$ cat src/core/timer_counter_regs.svh
/*
 * Register offsets, field positions, reset values and timing counts
 * of the gated sixteen-bit timer/counter.
 * Assumes inclusion by bare name from design files of this block.
 */
// Summary of operation
// - The sixteen-bit count is two bytes, and a write to either byte replaces it at once.
// - Internal sources step once per instruction cycle, external ones once per selected edge.
// - The count is off with run-enable low, free with gate-enable low, and gated otherwise.
// - Source 00 is Fosc/4, 01 is Fosc, 10 is pin or crystal by oscillator-enable, 11 reserved.
// - With Fosc as source the count rises by four per instruction cycle.
// - External sources count rising edges, always through the synchroniser.
// - A hidden prescaler divides the input by 1, 2, 4 or 8 as a two-bit field selects.
// - Any write to a count byte clears the prescaler.
// - Counter mode needs a falling edge before counting a rise after enable, write or stop.
// - Oscillator-enable starts the 32.768 kHz crystal oscillator, which keeps running in sleep.
// - Sync-disable is stored but unused; the external input is synchronised in either setting.
// - External counting always runs through the aclk synchroniser; its overflow sets the sticky flag and there is no wake output.
// - Switching sync mode neither loses nor adds an increment.
// - The count rolls from FFFFh to 0000h and each rollover sets a sticky overflow flag.
// - Byte reads during external counting return a stable value.
`ifndef TIMER_COUNTER_REGS_SVH
`define TIMER_COUNTER_REGS_SVH

`define TC_ADDR_W           4
`define TC_OFF_COUNT_LOW    4'h0
`define TC_OFF_COUNT_HIGH   4'h4
`define TC_OFF_CONTROL      4'h8
`define TC_OFF_GATE_STATUS  4'hc

// Control register fields
`define TC_CTRL_RUN         0
`define TC_CTRL_SYNC_DIS    2
`define TC_CTRL_OSC_EN      3
`define TC_CTRL_PS_LO       4
`define TC_CTRL_PS_HI       5
`define TC_CTRL_CS_LO       6
`define TC_CTRL_CS_HI       7
`define TC_CTRL_RESET       8'h00
`define TC_CTRL_MASK        8'hfd

// Gate/status register fields
`define TC_GS_GATE_EN       0
`define TC_GS_GATE_POL      1
`define TC_GS_OVF           2
`define TC_GS_GATE_RESET    2'h0

`define TC_INSTR_DIV        4
`define TC_FOSC_STEP        16'h0004
`define TC_ONE_STEP         16'h0001

`endif

$ cat src/core/timer_counter_pkg.sv
/*
 * Types of the gated sixteen-bit timer/counter.
 * Assumes nothing of its surroundings.
 */
`default_nettype none
package timer_counter_pkg;
  typedef enum logic [1:0] {
    src_instr,
    src_fosc,
    src_external,
    src_reserved
  } clock_source_t;
endpackage
`default_nettype wire

$ cat src/core/edge_sync.sv
/*
 * Three-stage input synchroniser with agreement-based edge detect.
 * Assumes a single clock aclk and synchronous active-low reset.
 */
`default_nettype none
module edge_sync (
  input  wire logic aclk,
  input  wire logic aresetn,
  input  wire logic async_in,
  output logic      level,
  output logic      rise,
  output logic      fall
);
  logic [2:0] stages;

  always_ff @(posedge aclk) begin
    if (!aresetn) begin
      stages <= 3'h0;
    end else begin
      stages <= {stages[1:0], async_in};
    end
  end

  always_ff @(posedge aclk) begin
    if (!aresetn) begin
      level <= 1'b0;
    end else if (stages[1] == stages[2]) begin
      level <= stages[2];
    end
  end

  assign rise = (stages[1] == stages[2]) && stages[2] && !level;
  assign fall = (stages[1] == stages[2]) && !stages[2] && level;
endmodule
`default_nettype wire

$ cat src/core/timer_counter.sv
/*
 * Gated sixteen-bit timer/counter with AXI4-Lite register slave.
 * Assumes a 50 MHz aclk, synchronous active-low aresetn, and pins
 * (external count input, crystal input, gate) asynchronous to aclk.
 */
`default_nettype none
`include "timer_counter_regs.svh"
module timer_counter #(
  parameter int COUNT_W = 16,
  parameter int PS_W    = 3
) (
  input  wire logic        aclk,
  input  wire logic        aresetn,
  input  wire logic [3:0]  s_axi_awaddr,
  input  wire logic        s_axi_awvalid,
  output logic             s_axi_awready,
  input  wire logic [31:0] s_axi_wdata,
  input  wire logic [3:0]  s_axi_wstrb,
  input  wire logic        s_axi_wvalid,
  output logic             s_axi_wready,
  output logic [1:0]       s_axi_bresp,
  output logic             s_axi_bvalid,
  input  wire logic        s_axi_bready,
  input  wire logic [3:0]  s_axi_araddr,
  input  wire logic        s_axi_arvalid,
  output logic             s_axi_arready,
  output logic [31:0]      s_axi_rdata,
  output logic [1:0]       s_axi_rresp,
  output logic             s_axi_rvalid,
  input  wire logic        s_axi_rready,
  input  wire logic        external_count_input,
  input  wire logic        crystal_input_pin,
  output logic             crystal_output_pin,
  output logic             crystal_osc_running,
  input  wire logic        gate_input_pin,
  output logic             overflow_flag
);

  // ********************************************************
  // Control state
  // ********************************************************
  logic [7:0]         counter_control_reg;
  logic               gate_enable;
  logic               gate_polarity;
  logic [COUNT_W-1:0] count;
  logic [PS_W-1:0]    prescale;
  logic [1:0]         instr_phase;
  logic               armed;
  logic               run_enable;
  logic               sync_disable;
  logic               crystal_osc_enable;
  logic [1:0]         prescale_select;
  timer_counter_pkg::clock_source_t clock_source_select;

  assign run_enable          = counter_control_reg[`TC_CTRL_RUN];
  assign sync_disable        = counter_control_reg[`TC_CTRL_SYNC_DIS];
  assign crystal_osc_enable  = counter_control_reg[`TC_CTRL_OSC_EN];
  assign prescale_select     = counter_control_reg[`TC_CTRL_PS_HI:`TC_CTRL_PS_LO];
  assign clock_source_select =
    timer_counter_pkg::clock_source_t'(counter_control_reg[`TC_CTRL_CS_HI:`TC_CTRL_CS_LO]);

  // ********************************************************
  // Bus slave handshakes
  // ********************************************************
  logic       aw_held;
  logic       w_held;
  logic [3:0] aw_addr;
  logic [31:0] w_data;
  logic [3:0] w_strb;
  logic       wr_fire;
  logic       wr_low;
  logic       wr_high;
  logic       wr_ctrl;
  logic       wr_gs;

  assign s_axi_awready = !aw_held && !s_axi_bvalid;
  assign s_axi_wready  = !w_held && !s_axi_bvalid;
  assign s_axi_bresp   = 2'h0;
  assign s_axi_rresp   = 2'h0;
  assign wr_fire       = aw_held && w_held && !s_axi_bvalid;
  assign wr_low  = wr_fire && w_strb[0] && aw_addr == `TC_OFF_COUNT_LOW;
  assign wr_high = wr_fire && w_strb[0] && aw_addr == `TC_OFF_COUNT_HIGH;
  assign wr_ctrl = wr_fire && w_strb[0] && aw_addr == `TC_OFF_CONTROL;
  assign wr_gs   = wr_fire && w_strb[0] && aw_addr == `TC_OFF_GATE_STATUS;

  always_ff @(posedge aclk) begin
    if (!aresetn) begin
      aw_held <= 1'b0;
      aw_addr <= 4'h0;
    end else if (s_axi_awvalid && s_axi_awready) begin
      aw_held <= 1'b1;
      aw_addr <= {s_axi_awaddr[3:2], 2'h0};
    end else if (wr_fire) begin
      aw_held <= 1'b0;
    end
  end

  always_ff @(posedge aclk) begin
    if (!aresetn) begin
      w_held <= 1'b0;
      w_data <= 32'h0;
      w_strb <= 4'h0;
    end else if (s_axi_wvalid && s_axi_wready) begin
      w_held <= 1'b1;
      w_data <= s_axi_wdata;
      w_strb <= s_axi_wstrb;
    end else if (wr_fire) begin
      w_held <= 1'b0;
    end
  end

  always_ff @(posedge aclk) begin
    if (!aresetn) begin
      s_axi_bvalid <= 1'b0;
    end else if (wr_fire) begin
      s_axi_bvalid <= 1'b1;
    end else if (s_axi_bready) begin
      s_axi_bvalid <= 1'b0;
    end
  end

  always_ff @(posedge aclk) begin
    if (!aresetn) begin
      counter_control_reg <= `TC_CTRL_RESET;
    end else if (wr_ctrl) begin
      counter_control_reg <= w_data[7:0] & `TC_CTRL_MASK;
    end
  end

  always_ff @(posedge aclk) begin
    if (!aresetn) begin
      gate_enable   <= 1'b0;
      gate_polarity <= 1'b0;
    end else if (wr_gs) begin
      gate_enable   <= w_data[`TC_GS_GATE_EN];
      gate_polarity <= w_data[`TC_GS_GATE_POL];
    end
  end

  // ********************************************************
  // Input synchronisers
  // ********************************************************
  logic ext_level;
  logic ext_rise;
  logic ext_fall;
  logic xtal_level;
  logic xtal_rise;
  logic xtal_fall;
  logic gate_level;

  edge_sync ext_sync (
    .aclk     (aclk),
    .aresetn  (aresetn),
    .async_in (external_count_input),
    .level    (ext_level),
    .rise     (ext_rise),
    .fall     (ext_fall)
  );

  edge_sync xtal_sync (
    .aclk     (aclk),
    .aresetn  (aresetn),
    .async_in (crystal_input_pin),
    .level    (xtal_level),
    .rise     (xtal_rise),
    .fall     (xtal_fall)
  );

  edge_sync gate_sync (
    .aclk     (aclk),
    .aresetn  (aresetn),
    .async_in (gate_input_pin),
    .level    (gate_level),
    .rise     (),
    .fall     ()
  );

  // ********************************************************
  // Crystal driver
  // ********************************************************
  // Inverting amplifier stage while enabled; runs regardless of sleep
  always_ff @(posedge aclk) begin
    if (!aresetn) begin
      crystal_output_pin  <= 1'b0;
      crystal_osc_running <= 1'b0;
    end else begin
      crystal_output_pin  <= crystal_osc_enable && !xtal_level;
      crystal_osc_running <= crystal_osc_enable;
    end
  end

  // ********************************************************
  // Source selection
  // ********************************************************
  logic instr_tick;
  logic src_rise;
  logic src_fall;
  logic external_mode;
  logic gate_open;
  logic counting;

  always_ff @(posedge aclk) begin
    if (!aresetn) begin
      instr_phase <= 2'h0;
    end else begin
      instr_phase <= instr_phase + 2'h1;
    end
  end

  assign instr_tick    = instr_phase == 2'(`TC_INSTR_DIV - 1);
  assign external_mode = clock_source_select == timer_counter_pkg::src_external;
  // Pin or crystal chosen by oscillator enable
  assign src_rise = crystal_osc_enable ? xtal_rise : ext_rise;
  assign src_fall = crystal_osc_enable ? xtal_fall : ext_fall;
  // Gate level compared against polarity
  assign gate_open = !gate_enable || (gate_level == gate_polarity);
  assign counting  = run_enable && gate_open;

  // Both sync settings land on the same synchronised edge here, so a
  // mode switch neither loses nor gains a count
  logic src_pulse;
  logic [COUNT_W-1:0] step;

  always_comb begin
    src_pulse = 1'b0;
    step      = `TC_ONE_STEP;
    case (clock_source_select)
      timer_counter_pkg::src_instr: begin
        src_pulse = instr_tick;
      end
      timer_counter_pkg::src_fosc: begin
        src_pulse = instr_tick;
        step      = `TC_FOSC_STEP;
      end
      timer_counter_pkg::src_external: begin
        src_pulse = src_rise && armed;
      end
      default: begin
        src_pulse = 1'b0;
      end
    endcase
  end

  // ********************************************************
  // Falling-edge arming for counter mode
  // ********************************************************
  always_ff @(posedge aclk) begin
    if (!aresetn) begin
      armed <= 1'b0;
    end else if (!run_enable || wr_low || wr_high) begin
      armed <= 1'b0;
    end else if (src_fall) begin
      armed <= 1'b1;
    end
  end

  // ********************************************************
  // Prescaler and counter
  // ********************************************************
  logic ps_tick;
  logic [PS_W-1:0] ps_limit;
  assign ps_limit = PS_W'((1 << prescale_select) - 1);
  assign ps_tick  = counting && src_pulse && (prescale >= ps_limit);

  always_ff @(posedge aclk) begin
    if (!aresetn) begin
      prescale <= '0;
    end else if (wr_low || wr_high) begin
      prescale <= '0;
    end else if (counting && src_pulse) begin
      prescale <= ps_tick ? '0 : prescale + PS_W'(1);
    end
  end

  logic [COUNT_W:0] sum;
  logic             rollover;
  logic [COUNT_W-1:0] fosc_step;
  // Fosc source: four counts per prescaled instruction cycle,
  // so the prescaler slows the rate rather than skipping phases
  assign fosc_step = step;
  logic fosc_tick;
  assign fosc_tick = ps_tick;
  assign sum      = {1'b0, count} + {1'b0, fosc_step};
  assign rollover = fosc_tick && sum[COUNT_W];

  always_ff @(posedge aclk) begin
    if (!aresetn) begin
      count <= '0;
    end else if (wr_low) begin
      count[7:0] <= w_data[7:0];
    end else if (wr_high) begin
      count[15:8] <= w_data[7:0];
    end else if (fosc_tick) begin
      count <= sum[COUNT_W-1:0];
    end
  end

  // Sticky overflow; set wins over clear, also counts while asleep
  always_ff @(posedge aclk) begin
    if (!aresetn) begin
      overflow_flag <= 1'b0;
    end else if (rollover) begin
      overflow_flag <= 1'b1;
    end else if (wr_gs && !w_data[`TC_GS_OVF]) begin
      overflow_flag <= 1'b0;
    end
  end

  // ********************************************************
  // Read channel
  // ********************************************************
  logic [31:0] next_rdata;

  assign s_axi_arready = !s_axi_rvalid;

  // Count is held in aclk flops, so byte reads never tear
  always_comb begin
    next_rdata = 32'h0;
    case ({s_axi_araddr[3:2], 2'h0})
      `TC_OFF_COUNT_LOW:   next_rdata = {24'h0, count[7:0]};
      `TC_OFF_COUNT_HIGH:  next_rdata = {24'h0, count[15:8]};
      `TC_OFF_CONTROL:     next_rdata = {24'h0, counter_control_reg};
      `TC_OFF_GATE_STATUS: next_rdata = {29'h0, overflow_flag, gate_polarity, gate_enable};
      default:             next_rdata = 32'h0;
    endcase
  end

  always_ff @(posedge aclk) begin
    if (!aresetn) begin
      s_axi_rvalid <= 1'b0;
      s_axi_rdata  <= 32'h0;
    end else if (s_axi_arvalid && s_axi_arready) begin
      s_axi_rvalid <= 1'b1;
      s_axi_rdata  <= next_rdata;
    end else if (s_axi_rready) begin
      s_axi_rvalid <= 1'b0;
    end
  end

endmodule
`default_nettype wire

$ cat config.mk
export PLATFORM = sky130hd
export DESIGN_NAME = timer_counter
export DESIGN_NICKNAME = d
export VERILOG_FILES = /design/src/core/timer_counter_pkg.sv /design/src/core/edge_sync.sv /design/src/core/timer_counter.sv
export VERILOG_INCLUDE_DIRS = /design/src /design/src/core
export SDC_FILE = /design/constraint.sdc
export NUM_CORES = 1
export LEC_CHECK = 0
export ABC_AREA = 1
export BUFFER_PORTS_ARGS = -buffer_cell sky130_fd_sc_hd__buf_4
export CAP_MARGIN = 20
export CORE_MARGIN = 2
export CORE_UTILIZATION = 30
export DETAILED_ROUTE_END_ITERATION = 10
export PLACE_DENSITY_LB_ADDON = 0.25
export SYNTH_ARGS = -nofsm -noshare
export SYNTH_HDL_FRONTEND = slang
export SYNTH_SLANG_ARGS = --single-unit
$ cat constraint.sdc
create_clock -name aclk -period 2.04 [get_ports aclk]
set_input_delay 0.306 -clock aclk [delete_from_list [all_inputs] [get_ports aclk]]
set_output_delay 0.306 -clock aclk [all_outputs]
set_load 0.1 [all_outputs]
=== Word-level counts from Yosys, hierarchy flattened ===
Cells that the tools add are included.

* Register bits: 93
* Input port bits: 54
* Output and inout bits: 44

* Add/subtract/negate cells: 4
* Order comparisons: 1
* Eq/ne operators: 14
* Shift-type cells: 1
* Muxes and demuxes: 19
* Bitwise logic cells: 2
* Reduce and logical (&&, ||, !) cells: 57

{| class="wikitable"
|+ Operator list
! operator !! count
|-
| $pmux 32 s4 || 1
|-
| $logic_and 1x1->1 || 27
|-
| $mux 8 || 3
|-
| $add 16x16->17 || 1
|-
| $mux 16 || 1
|-
| $reduce_bool 2->1 || 7
|-
| $eq 2x2->1 const B || 6
|-
| $logic_not 1->1 || 11
|-
| $mux 1 || 11
|-
| $eq 2x1->1 const B || 3
|-
| $mux 3 || 2
|-
| $reduce_or 2->1 || 3
|-
| $eq 1x1->1 || 4
|-
| $logic_not 2->1 || 2
|-
| $logic_not 4->1 || 1
|-
| $logic_or 1x1->1 || 4
|-
| $reduce_and 2->1 || 2
|-
| $add 3x1->3 const B || 1
|-
| $ge 3x3->1 || 1
|-
| $shl 1x2->3 const A || 1
|-
| $sub 3x2->3 const B || 1
|-
| $add 2x1->2 const B || 1
|-
| $ne 2x2->1 const B || 1
|-
| $not 1->1 || 2
|-
| $pmux 1 s2 || 1
|}

=== Longest topological paths before layout ===
Gate-level depths: netlist (run 1).

* Depth in word-level cells: 11
* Depth in mapped cells: 15
* Depth with buffers taken out: 15

=== By module ===
A second synthesis (run 1) with hierarchy kept.

* Cell total of the unflattened synthesis: 561
* Area total of the unflattened synthesis: 3787.4 µm²

{| class="wikitable"
|+ Modules (own cells, without submodules)
! module !! instances !! cells each !! area an instance (µm²) !! seq. area each (µm²)
|-
| timer_counter || 1 || 492 || 3273.1 || 1141.1
|-
| edge_sync || 3 || 23 || 171.4 || 80.1
|}

=== Worst setup path after synthesis (run 1) ===
OpenSTA, ideal clock, no wires.

* Kind: register -> register
* Start: register s_axi_bvalid
* End: register w_data[6]
* Arrival time: 2.961 ns
* Data required time: 1.924 ns
* Slack: -1.037 ns
* Cell stages (with the launch flop): 6
* Path buffers: 1
* Path through: dfxtp_1 nor2_1 nand2_1 clkbuf_1 o21ai_0 nor2_1

* Longest elaborated chain between the ends: 3

{| class="wikitable"
|+ Ends and longest elaborated chain
! element !! RTL line !! text
|-
| start, declared || timer_counter.sv:22 || <nowiki>output logic s_axi_bvalid,</nowiki>
|-
| start signal, assigned || timer_counter.sv:114 || <nowiki>s_axi_bvalid <= 1'b0;</nowiki>
|-
| start signal, assigned || timer_counter.sv:116 || <nowiki>s_axi_bvalid <= 1'b1;</nowiki>
|-
| start signal, assigned || timer_counter.sv:118 || <nowiki>s_axi_bvalid <= 1'b0;</nowiki>
|-
| $logic_not 1->1 || timer_counter.sv:77 || <nowiki>assign s_axi_wready = !w_held && !s_axi_bvalid;</nowiki>
|-
| $logic_and 1x1->1 || timer_counter.sv:77 ||
|-
| net s_axi_wready || timer_counter.sv:20 || <nowiki>output logic s_axi_wready,</nowiki>
|-
| $logic_and 1x1->1 || timer_counter.sv:103 || <nowiki>end else if (s_axi_wvalid && s_axi_wready) begin</nowiki>
|-
| end signal, assigned || timer_counter.sv:105 || <nowiki>w_data <= s_axi_wdata;</nowiki>
|-
| end, declared || timer_counter.sv:68 || <nowiki>logic [31:0] w_data;</nowiki>
|}

The timed path passes the listed nets, and every way through them passes these cells.
A chain may end at the register's enable or synchronous reset.

=== Worst setup path after layout (run 1) ===
* Start: register counter_control_reg[6]
* End: register count[4]

* Longest elaborated chain between the ends: 7
* Elaborated cells between the ends (all ways): 14
* Those cells by class: add/sub: 1; eq/ne: 2; mux: 5; reduce/logical: 6

{| class="wikitable"
|+ Ends and longest elaborated chain
! element !! RTL line !! text
|-
| start, declared || timer_counter.sv:42 || <nowiki>logic [7:0] counter_control_reg;</nowiki>
|-
| start signal, assigned || timer_counter.sv:124 || <nowiki>counter_control_reg <= `TC_CTRL_RESET;</nowiki>
|-
| start signal, assigned || timer_counter.sv:126 || <nowiki>counter_control_reg <= w_data[7:0] & `TC_CTRL_MASK;</nowiki>
|-
| parallel branches: the longest is 7 deep, another holds $add 16x16->17 || - ||
|-
| end signal, assigned || timer_counter.sv:290 || <nowiki>count[7:0] <= w_data[7:0];</nowiki>
|-
| end signal, assigned || timer_counter.sv:294 || <nowiki>count <= sum[COUNT_W-1:0];</nowiki>
|-
| end, declared || timer_counter.sv:45 || <nowiki>logic [COUNT_W-1:0] count;</nowiki>
|}

Several ways; the timed one is not identified. The select of a mux whose other input is x is not followed.

==> key figures, run 1 <==
Power
  – Power, Total: 3.64 mW
  – Leak Pwr: between 1.5 and 2 nW
  – Cell Pwr Density: 816 nW/um^2
  – Worst vdd ir: 0.000375 V

Yosys
  – Synth async-reset ratio: 0%
  – Yosys warns: 0
  – Seq cells post-synth: 69
  – Avg Inst Size Synth: 7.24 um^2
  – Post-synthesis sequential area ratio: 36.8%
  – Synth Flop Type: dfxtp_1
  – Yosys cell types: 41
  – Post-Synthesis Cell Area: 3760 um^2
  – Post-Syn Instances: 519
  – Post-synth EDFFs: 0

Floorplan
  – Core ar.: 12100 um^2
  – Die Wd: 116 um
  – Row Count: 40
  – Die Y: 116 um
  – Initial Utilization: 31.0%
  – Die area: 13400 um^2
  – # IOs: 98

Cells and area
  – Share of cells above drive strength 1: 19.4%
  – P&R area growth vs syn: 18.8%
  – Net count, final: 628
  – Max reg flops: 16
  – Most frequent cells in the layout: nand2_1, dfxtp_1, inv_1
  – Fin util: 36.9%
  – Diodes inserted: 0
  – Fill cells: 1325
  – Top reg by flops: count
  – Finished Layout Cells: 735
  – Most common cell after layout, fill and taps aside: nand2_1
  – Largest regs: count (16), s_axi_rdata (8), w_data (8)

Clock tree
  – Deepest clock path buffer count: 2
  – # hold bufs at CTS: 0
  – Worst skew pair latency: approximately 340 ps
  – Clock sinks: 69
  – Clock Pin Slew Worst Setup and Hold Paths: about 60 ps
  – CTS tree: yes
  – Num CTS Buffers: 9
  – Root buffer cell: clkbuf_16
  – CTS H-tree depth: 3

Worst setup path
  – Reg-to-reg slack, setup: 160 ps
  – Reg2Reg Depth: 12
  – Max FO, Critical Path: 5
  – Arr. time, crit path: about 2100 ps
  – Setup CP Type: flop to flop
  – Type of origin of the critical path: flop
  – Worst EP required: roughly 2300 ps
  – Critical path capture point type: flop
  – Worst setup path end: count[4]
  – FF-to-FF Start: counter_control_reg[6]
  – Worst R2R End: count[4]
  – Critical Path Start: counter_control_reg[6]

Global route
  – First-pass GRT wire length: 15500 um
  – Met1 Use GR: between 20% and 30%
  – GRT Total Usage: between 10% and 20%
  – GRT met3 Usage: 3.50%
  – GR peak layer: met2
  – Gr ovfl total: 0
  – Largest net degree at the start of global routing: 27
  – M2 GR Usage: 23.2%
  – Antenna violations before repair: 0
  – Vias in the first global route: 3142

Detailed routing
  – DRT antenna net count: 0
  – Routed WL per cell: approximately 13 um
  – Vias: 3375
  – # DRC: 0
  – Initial DRC count: ~130
  – Routed Wire Length: 9420 um
  – Vias per cell: 4.59
  – Pre-Repair DR Iteration Count: 4

STA
  – Skew final: 6.06 ps
  – Worst rel slew slack: 63.4%
  – Final slew viol count: 0
  – Period utilisation layout: 92.0%
  – F_max: around 530 MHz
  – Least-Margin Pin Slew: ~550 ps
  – Unrepaired setup endpoints after global routing: false
  – Final setup TNS: 0 ps
  – Final min period: 1880 ps
  – # setup viols final: 0
  – Worst hold margin: 145 ps
  – Hold Violations, Final: 0

Placed design
  – Detailed placement HPWL: 7090 um
  – IO buf count: 38
  – GP Congestion: 0.877
  – Placed insts: just over 700

Hold path
  – Hold Crit Class: primary input to flop

Run status
  – Outcome: complete, no violations

Job
  – MaxCap Viol Count: 0
-- cells by family (layout without fill, tap and decap cells) --
| group | after synthesis | count (layout) | synth area share [%] |
|---|---|---|---|
| AND/OR/NAND/NOR | 224 | 224 | 28.0 |
| AO/OA/AOI/OAI | 109 | 109 | 16.8 |
| buffers and inverters | 103 | 124 | 14.1 |
| flip-flops | 69 | 69 | 36.8 |
| adder cells (fa/ha/maj) | 12 | 12 | 3.99 |
| other | 1 | 28 | 0.0998 |
| XOR/XNOR | 1 | 1 | 0.233 |
-- critical path, cell delays in order (launching register included) --
cell,delay [ps]
dfxtp_2,350
inv_1,70
nor2_2,110
inv_1,50
ha_1,190
ha_1,190
nand2_1,110
a21oi_2,110
or2_2,280
nand3_1,60
o21ai_0,90
nand2_1,90
a21oi_2,50
-- worst min-delay path by stage --
stage,cells after the start,end,startpoint,slack [ps]
6_report,3,ext_sync.stages[0],external_count_input,140
5_1_grt,3,ext_sync.stages[0],external_count_input,160
4_1_cts,3,ext_sync.stages[0],external_count_input,130
3_5_place_dp,2,xtal_sync.stages[1],xtal_sync.stages[0],400
3_3_place_gp,2,gate_sync.stages[1],gate_sync.stages[0],390
2_1_floorplan,2,ext_sync.stages[1],ext_sync.stages[0],390
-- layer usage --
layer | vias up | part of all wire (%)
li1 | 1726 | -
met1 | 1538 | 50
met2 | 101 | 43
met3 | 10 | 5.3
met4 | 0 | 1.6
met5 | - | 0
-- synth_stat cells, drive strengths merged, types with 2 or more instances --
master / instances / area share [%]
nand2: 128 / 14
dfxtp: 69 / 37
inv: 61 / 6.1
a21oi: 53 / 8.4
nand3: 43 / 7.5
nor2: 42 / 4.6
o21ai: 40 / 5.3
buf: 33 / 7.2
ha: 12 / 4.0
clkbuf: 8 / 0.80
a31oi: 6 / 1.0
nand4: 3 / 0.90
or2: 3 / 0.50
nand3b: 2 / 0.40
nor3: 2 / 0.27
o211ai: 2 / 0.40
o22ai: 2 / 0.50
-- metrics by stage --
step / setup WS, ps / instance area, um^2
3_5_place_dp: 36.6 / 4140
5_1_grt: 0.946 / 4470
2_1_floorplan: 99.7 / 3880
3_3_place_gp: 68.9 / 4140
4_1_cts: 16.7 / 4450
6_report: 164 / 4470
-- report_power, final --
part	switching [mW]	internal (mW)
combinational	0.498	0.100
clock	0.635	0.965
sequential	0.0484	1.40
-- cell type report --
| cell class | count | area (um^2) | share of cell area, % |
|---|---|---|---|
| well taps | 168 | 210 | 4.71 |
| clock buffers | 9 | 225 | 5.04 |
| multi-input cells | 374 | 1980 | 44.3 |
| flip-flops and latches | 69 | 1390 | 31.1 |
| clock inverters | 7 | 83.8 | 1.88 |
| repair buffers | 46 | 345 | 7.73 |
| inverters | 62 | 236 | 5.30 |
-- what timing repair did --
| action | 4_1_cts | 5_1_grt |
|---|---|---|
| setup buffers | 0 | 0 |
| setup endpoints to repair | 0 | 11 |
| gates resized for setup | 0 | 5 |
(Power assumes the default switching activity.)
==> run 2: changes to the inputs <==
--- a/config.mk
+++ b/config.mk
@@ -13,6 +13,7 @@
 export CORE_UTILIZATION = 30
 export DETAILED_ROUTE_END_ITERATION = 10
 export PLACE_DENSITY_LB_ADDON = 0.25
+export SLEW_MARGIN = 20
 export SYNTH_ARGS = -nofsm -noshare
 export SYNTH_HDL_FRONTEND = slang
 export SYNTH_SLANG_ARGS = --single-unit
==> constraint.sdc (replaced) <==
create_clock -name aclk -period 2.2 [get_ports aclk]
set_input_delay 0.33 -clock aclk [delete_from_list [all_inputs] [get_ports aclk]]
set_output_delay 0.33 -clock aclk [all_outputs]
set_load 0.1 [all_outputs]
==> run 2 against run 1 <==
Effect of this change: die area unchanged; clock skew is essentially flat; worst hold slack improved by 31 ps; non-clock buffer count down 3; count of clock-buffer cells in the layout unchanged; combinational power down 7.9%; final area down 1.1%; global-route usage about the same; first-iteration DRC count increased by 45%; critical endpoint unchanged; largest cell class unchanged.
==> key figures, run 2 (synthesis gave the netlist of run 1 again) <==
Run status
  – Outcome: complete, no violations

STA
  – Final setup TNS: 0 ps
  – Skew final: 6.12 ps
  – Unrepaired setup endpoints after global routing: false
  – Hold Violations, Final: 0
  – Period utilisation layout: 92.2%
  – Final min period: 2030 ps
  – # setup viols final: 0
  – F_max: 493 MHz
  – Worst rel slew slack: about 63%
  – Final slew viol count: 0
  – Least-Margin Pin Slew: 557 ps

Worst setup path
  – Worst EP required: 2410 ps
  – Cell Chain, Critical Path: inv_1 > nor2_2 > inv_1 > ha_1 > ha_1 > nand2_1 > a21oi_1 > or2_2 > nand3_1 > o21ai_0 > nand2_1 > a21oi_2
  – Reg2Reg Depth: 12
  – Worst R2R End: count[4]
  – Critical path capture point type: flop
  – Type of origin of the critical path: flop
  – FF-to-FF Start: counter_control_reg[6]
  – Reg-to-reg slack, setup: 170 ps
  – Arr. time, crit path: 2230 ps
  – Critical-path top delay cell: dfxtp_1
  – Max FO, Critical Path: 5
  – Setup CP Type: flop to flop
  – Max stage delay on crit path: 410 ps
  – Worst setup path end: count[4]
  – Critical Path Start: counter_control_reg[6]

Detailed routing
  – Vias per cell: about 4.6
  – Initial DRC count: 193
  – Vias: 3340
  – Pre-Repair DR Iteration Count: 4
  – Routed WL per cell: 12.8 um
  – DRT antenna net count: 0
  – Routed Wire Length: between 9000 and 10000 um
  – # DRC: 0

Clock tree
  – Worst skew pair latency: between 300 and 400 ps
  – Num CTS Buffers: 9
  – Deepest clock path buffer count: 2
  – Clock sinks: 69
  – Clock Pin Slew Worst Setup and Hold Paths: 60 ps
  – Root buffer cell: clkbuf_16
  – CTS H-tree depth: 3
  – CTS tree: yes

Floorplan
  – Core ar.: 12100 um^2
  – Initial Utilization: 31.0%
  – Die area: approximately 13000 um^2
  – Die Wd: 116 um
  – # IOs: 98
  – Die Y: 116 um
  – Row Count: 40

Global route
  – Largest net degree at the start of global routing: 46
  – GRT Total Usage: 14.9%
  – First-pass GRT wire length: 15400 um
  – Gr ovfl total: 0
  – Vias in the first global route: 3120
  – Antenna violations before repair: 0

Cells and area
  – Top reg by flops: count
  – P&R area growth vs syn: 17.5%
  – Max reg flops: 16
  – Most frequent cells in the layout: nand2_1, dfxtp_1, inv_1
  – Net count, final: 625
  – Fill cells: 1299
  – Largest regs: count (16), s_axi_rdata (8), w_data (8)
  – Most common cell after layout, fill and taps aside: nand2_1
  – Share of cells above drive strength 1: 18.3%
  – Diodes inserted: 0

Placed design
  – Detailed placement HPWL: 7000 um
  – GP Congestion: 0.906
  – IO buf count: 38

Job
  – MaxCap Viol Count: 0

Hold path
  – Min-delay src: external_count_input
  – Hold Crit Class: primary input to flop

Power
  – Power, Total: 3.35 mW
  – Leak Pwr: about 2 nW
  – Worst vdd ir: between 0.0002 and 0.0003 V
  – Cell Pwr Density: roughly 760 nW/um^2
run 2: cell types whose count changed in the layout (fill, tap and decap cells not counted), sizes merged:
cell  delta
buf      -3
run 2: layer usage:
| metal | global-route usage [%] | part of all wire (%) |
|---|---|---|
| met1 | 20.4 | 50 |
| met2 | 22.4 | 42 |
| met3 | 3.40 | 6.2 |
| met4 | 6.43 | 1.9 |
| met5 | 0 | 0 |
run 2: stage by stage:
step | area [um^2] | hold slack, ps | setup slack (ps) | util, % | std cells
2_1_floorplan | 3880 | 390 | 10.5 | - | 546
6_report | 4420 | 176 | 172 | 36.5 | 732
3_5_place_dp | 4110 | 395 | 165 | 34.0 | 716
3_3_place_gp | 4110 | 393 | 201 | 34.0 | 716
5_1_grt | 4420 | 183 | 19.5 | 36.5 | 732
4_1_cts | 4410 | 164 | 140 | 36.4 | 732
run 2: layout make-up:
type / instances / area (um^2) / area share [%]
flip-flops and latches: 69 / 1380 / 31.3
inverters: 62 / 236 / 5.36
clock buffers: 9 / 225 / 5.10
clock inverters: 7 / 73.8 / 1.67
multi-input cells: 374 / 1960 / 44.5
repair buffers: 43 / 323 / 7.31
well taps: 168 / 210 / 4.76
run 2: worst min path at each step:
stage                           to  slack, ps  depth (start not counted)
4_1_cts         ext_sync.stages[0]        160                          3
2_1_floorplan   ext_sync.stages[1]        390                          2
5_1_grt        xtal_sync.stages[0]        180                          3
6_report        ext_sync.stages[0]        180                          3
3_5_place_dp   xtal_sync.stages[1]        400                          2
3_3_place_gp   xtal_sync.stages[1]        390                          2
run 2: worst max-delay path, delay by kind of cell (launching register included):
family	cells	cell delay (ps)
adder cells (fa/ha/maj)	2	380
flip-flops	1	410
buffers and inverters	2	150
AO/OA/AOI/OAI	3	280
AND/OR/NAND/NOR	5	670
run 2: timing repair:
item | 4_1_cts | 5_1_grt
endpoints found under the setup margin | 0 | 4
hold buffers | 0 | 0
setup buffers | 0 | 0
gates resized for setup | 0 | 2
run 2: where the power goes:
part	internal, mW	leakage, nW	switching, mW
sequential	1.30	0.563	0.0446
clock	0.881	0.146	0.573
combinational	0.0911	1.23	0.460
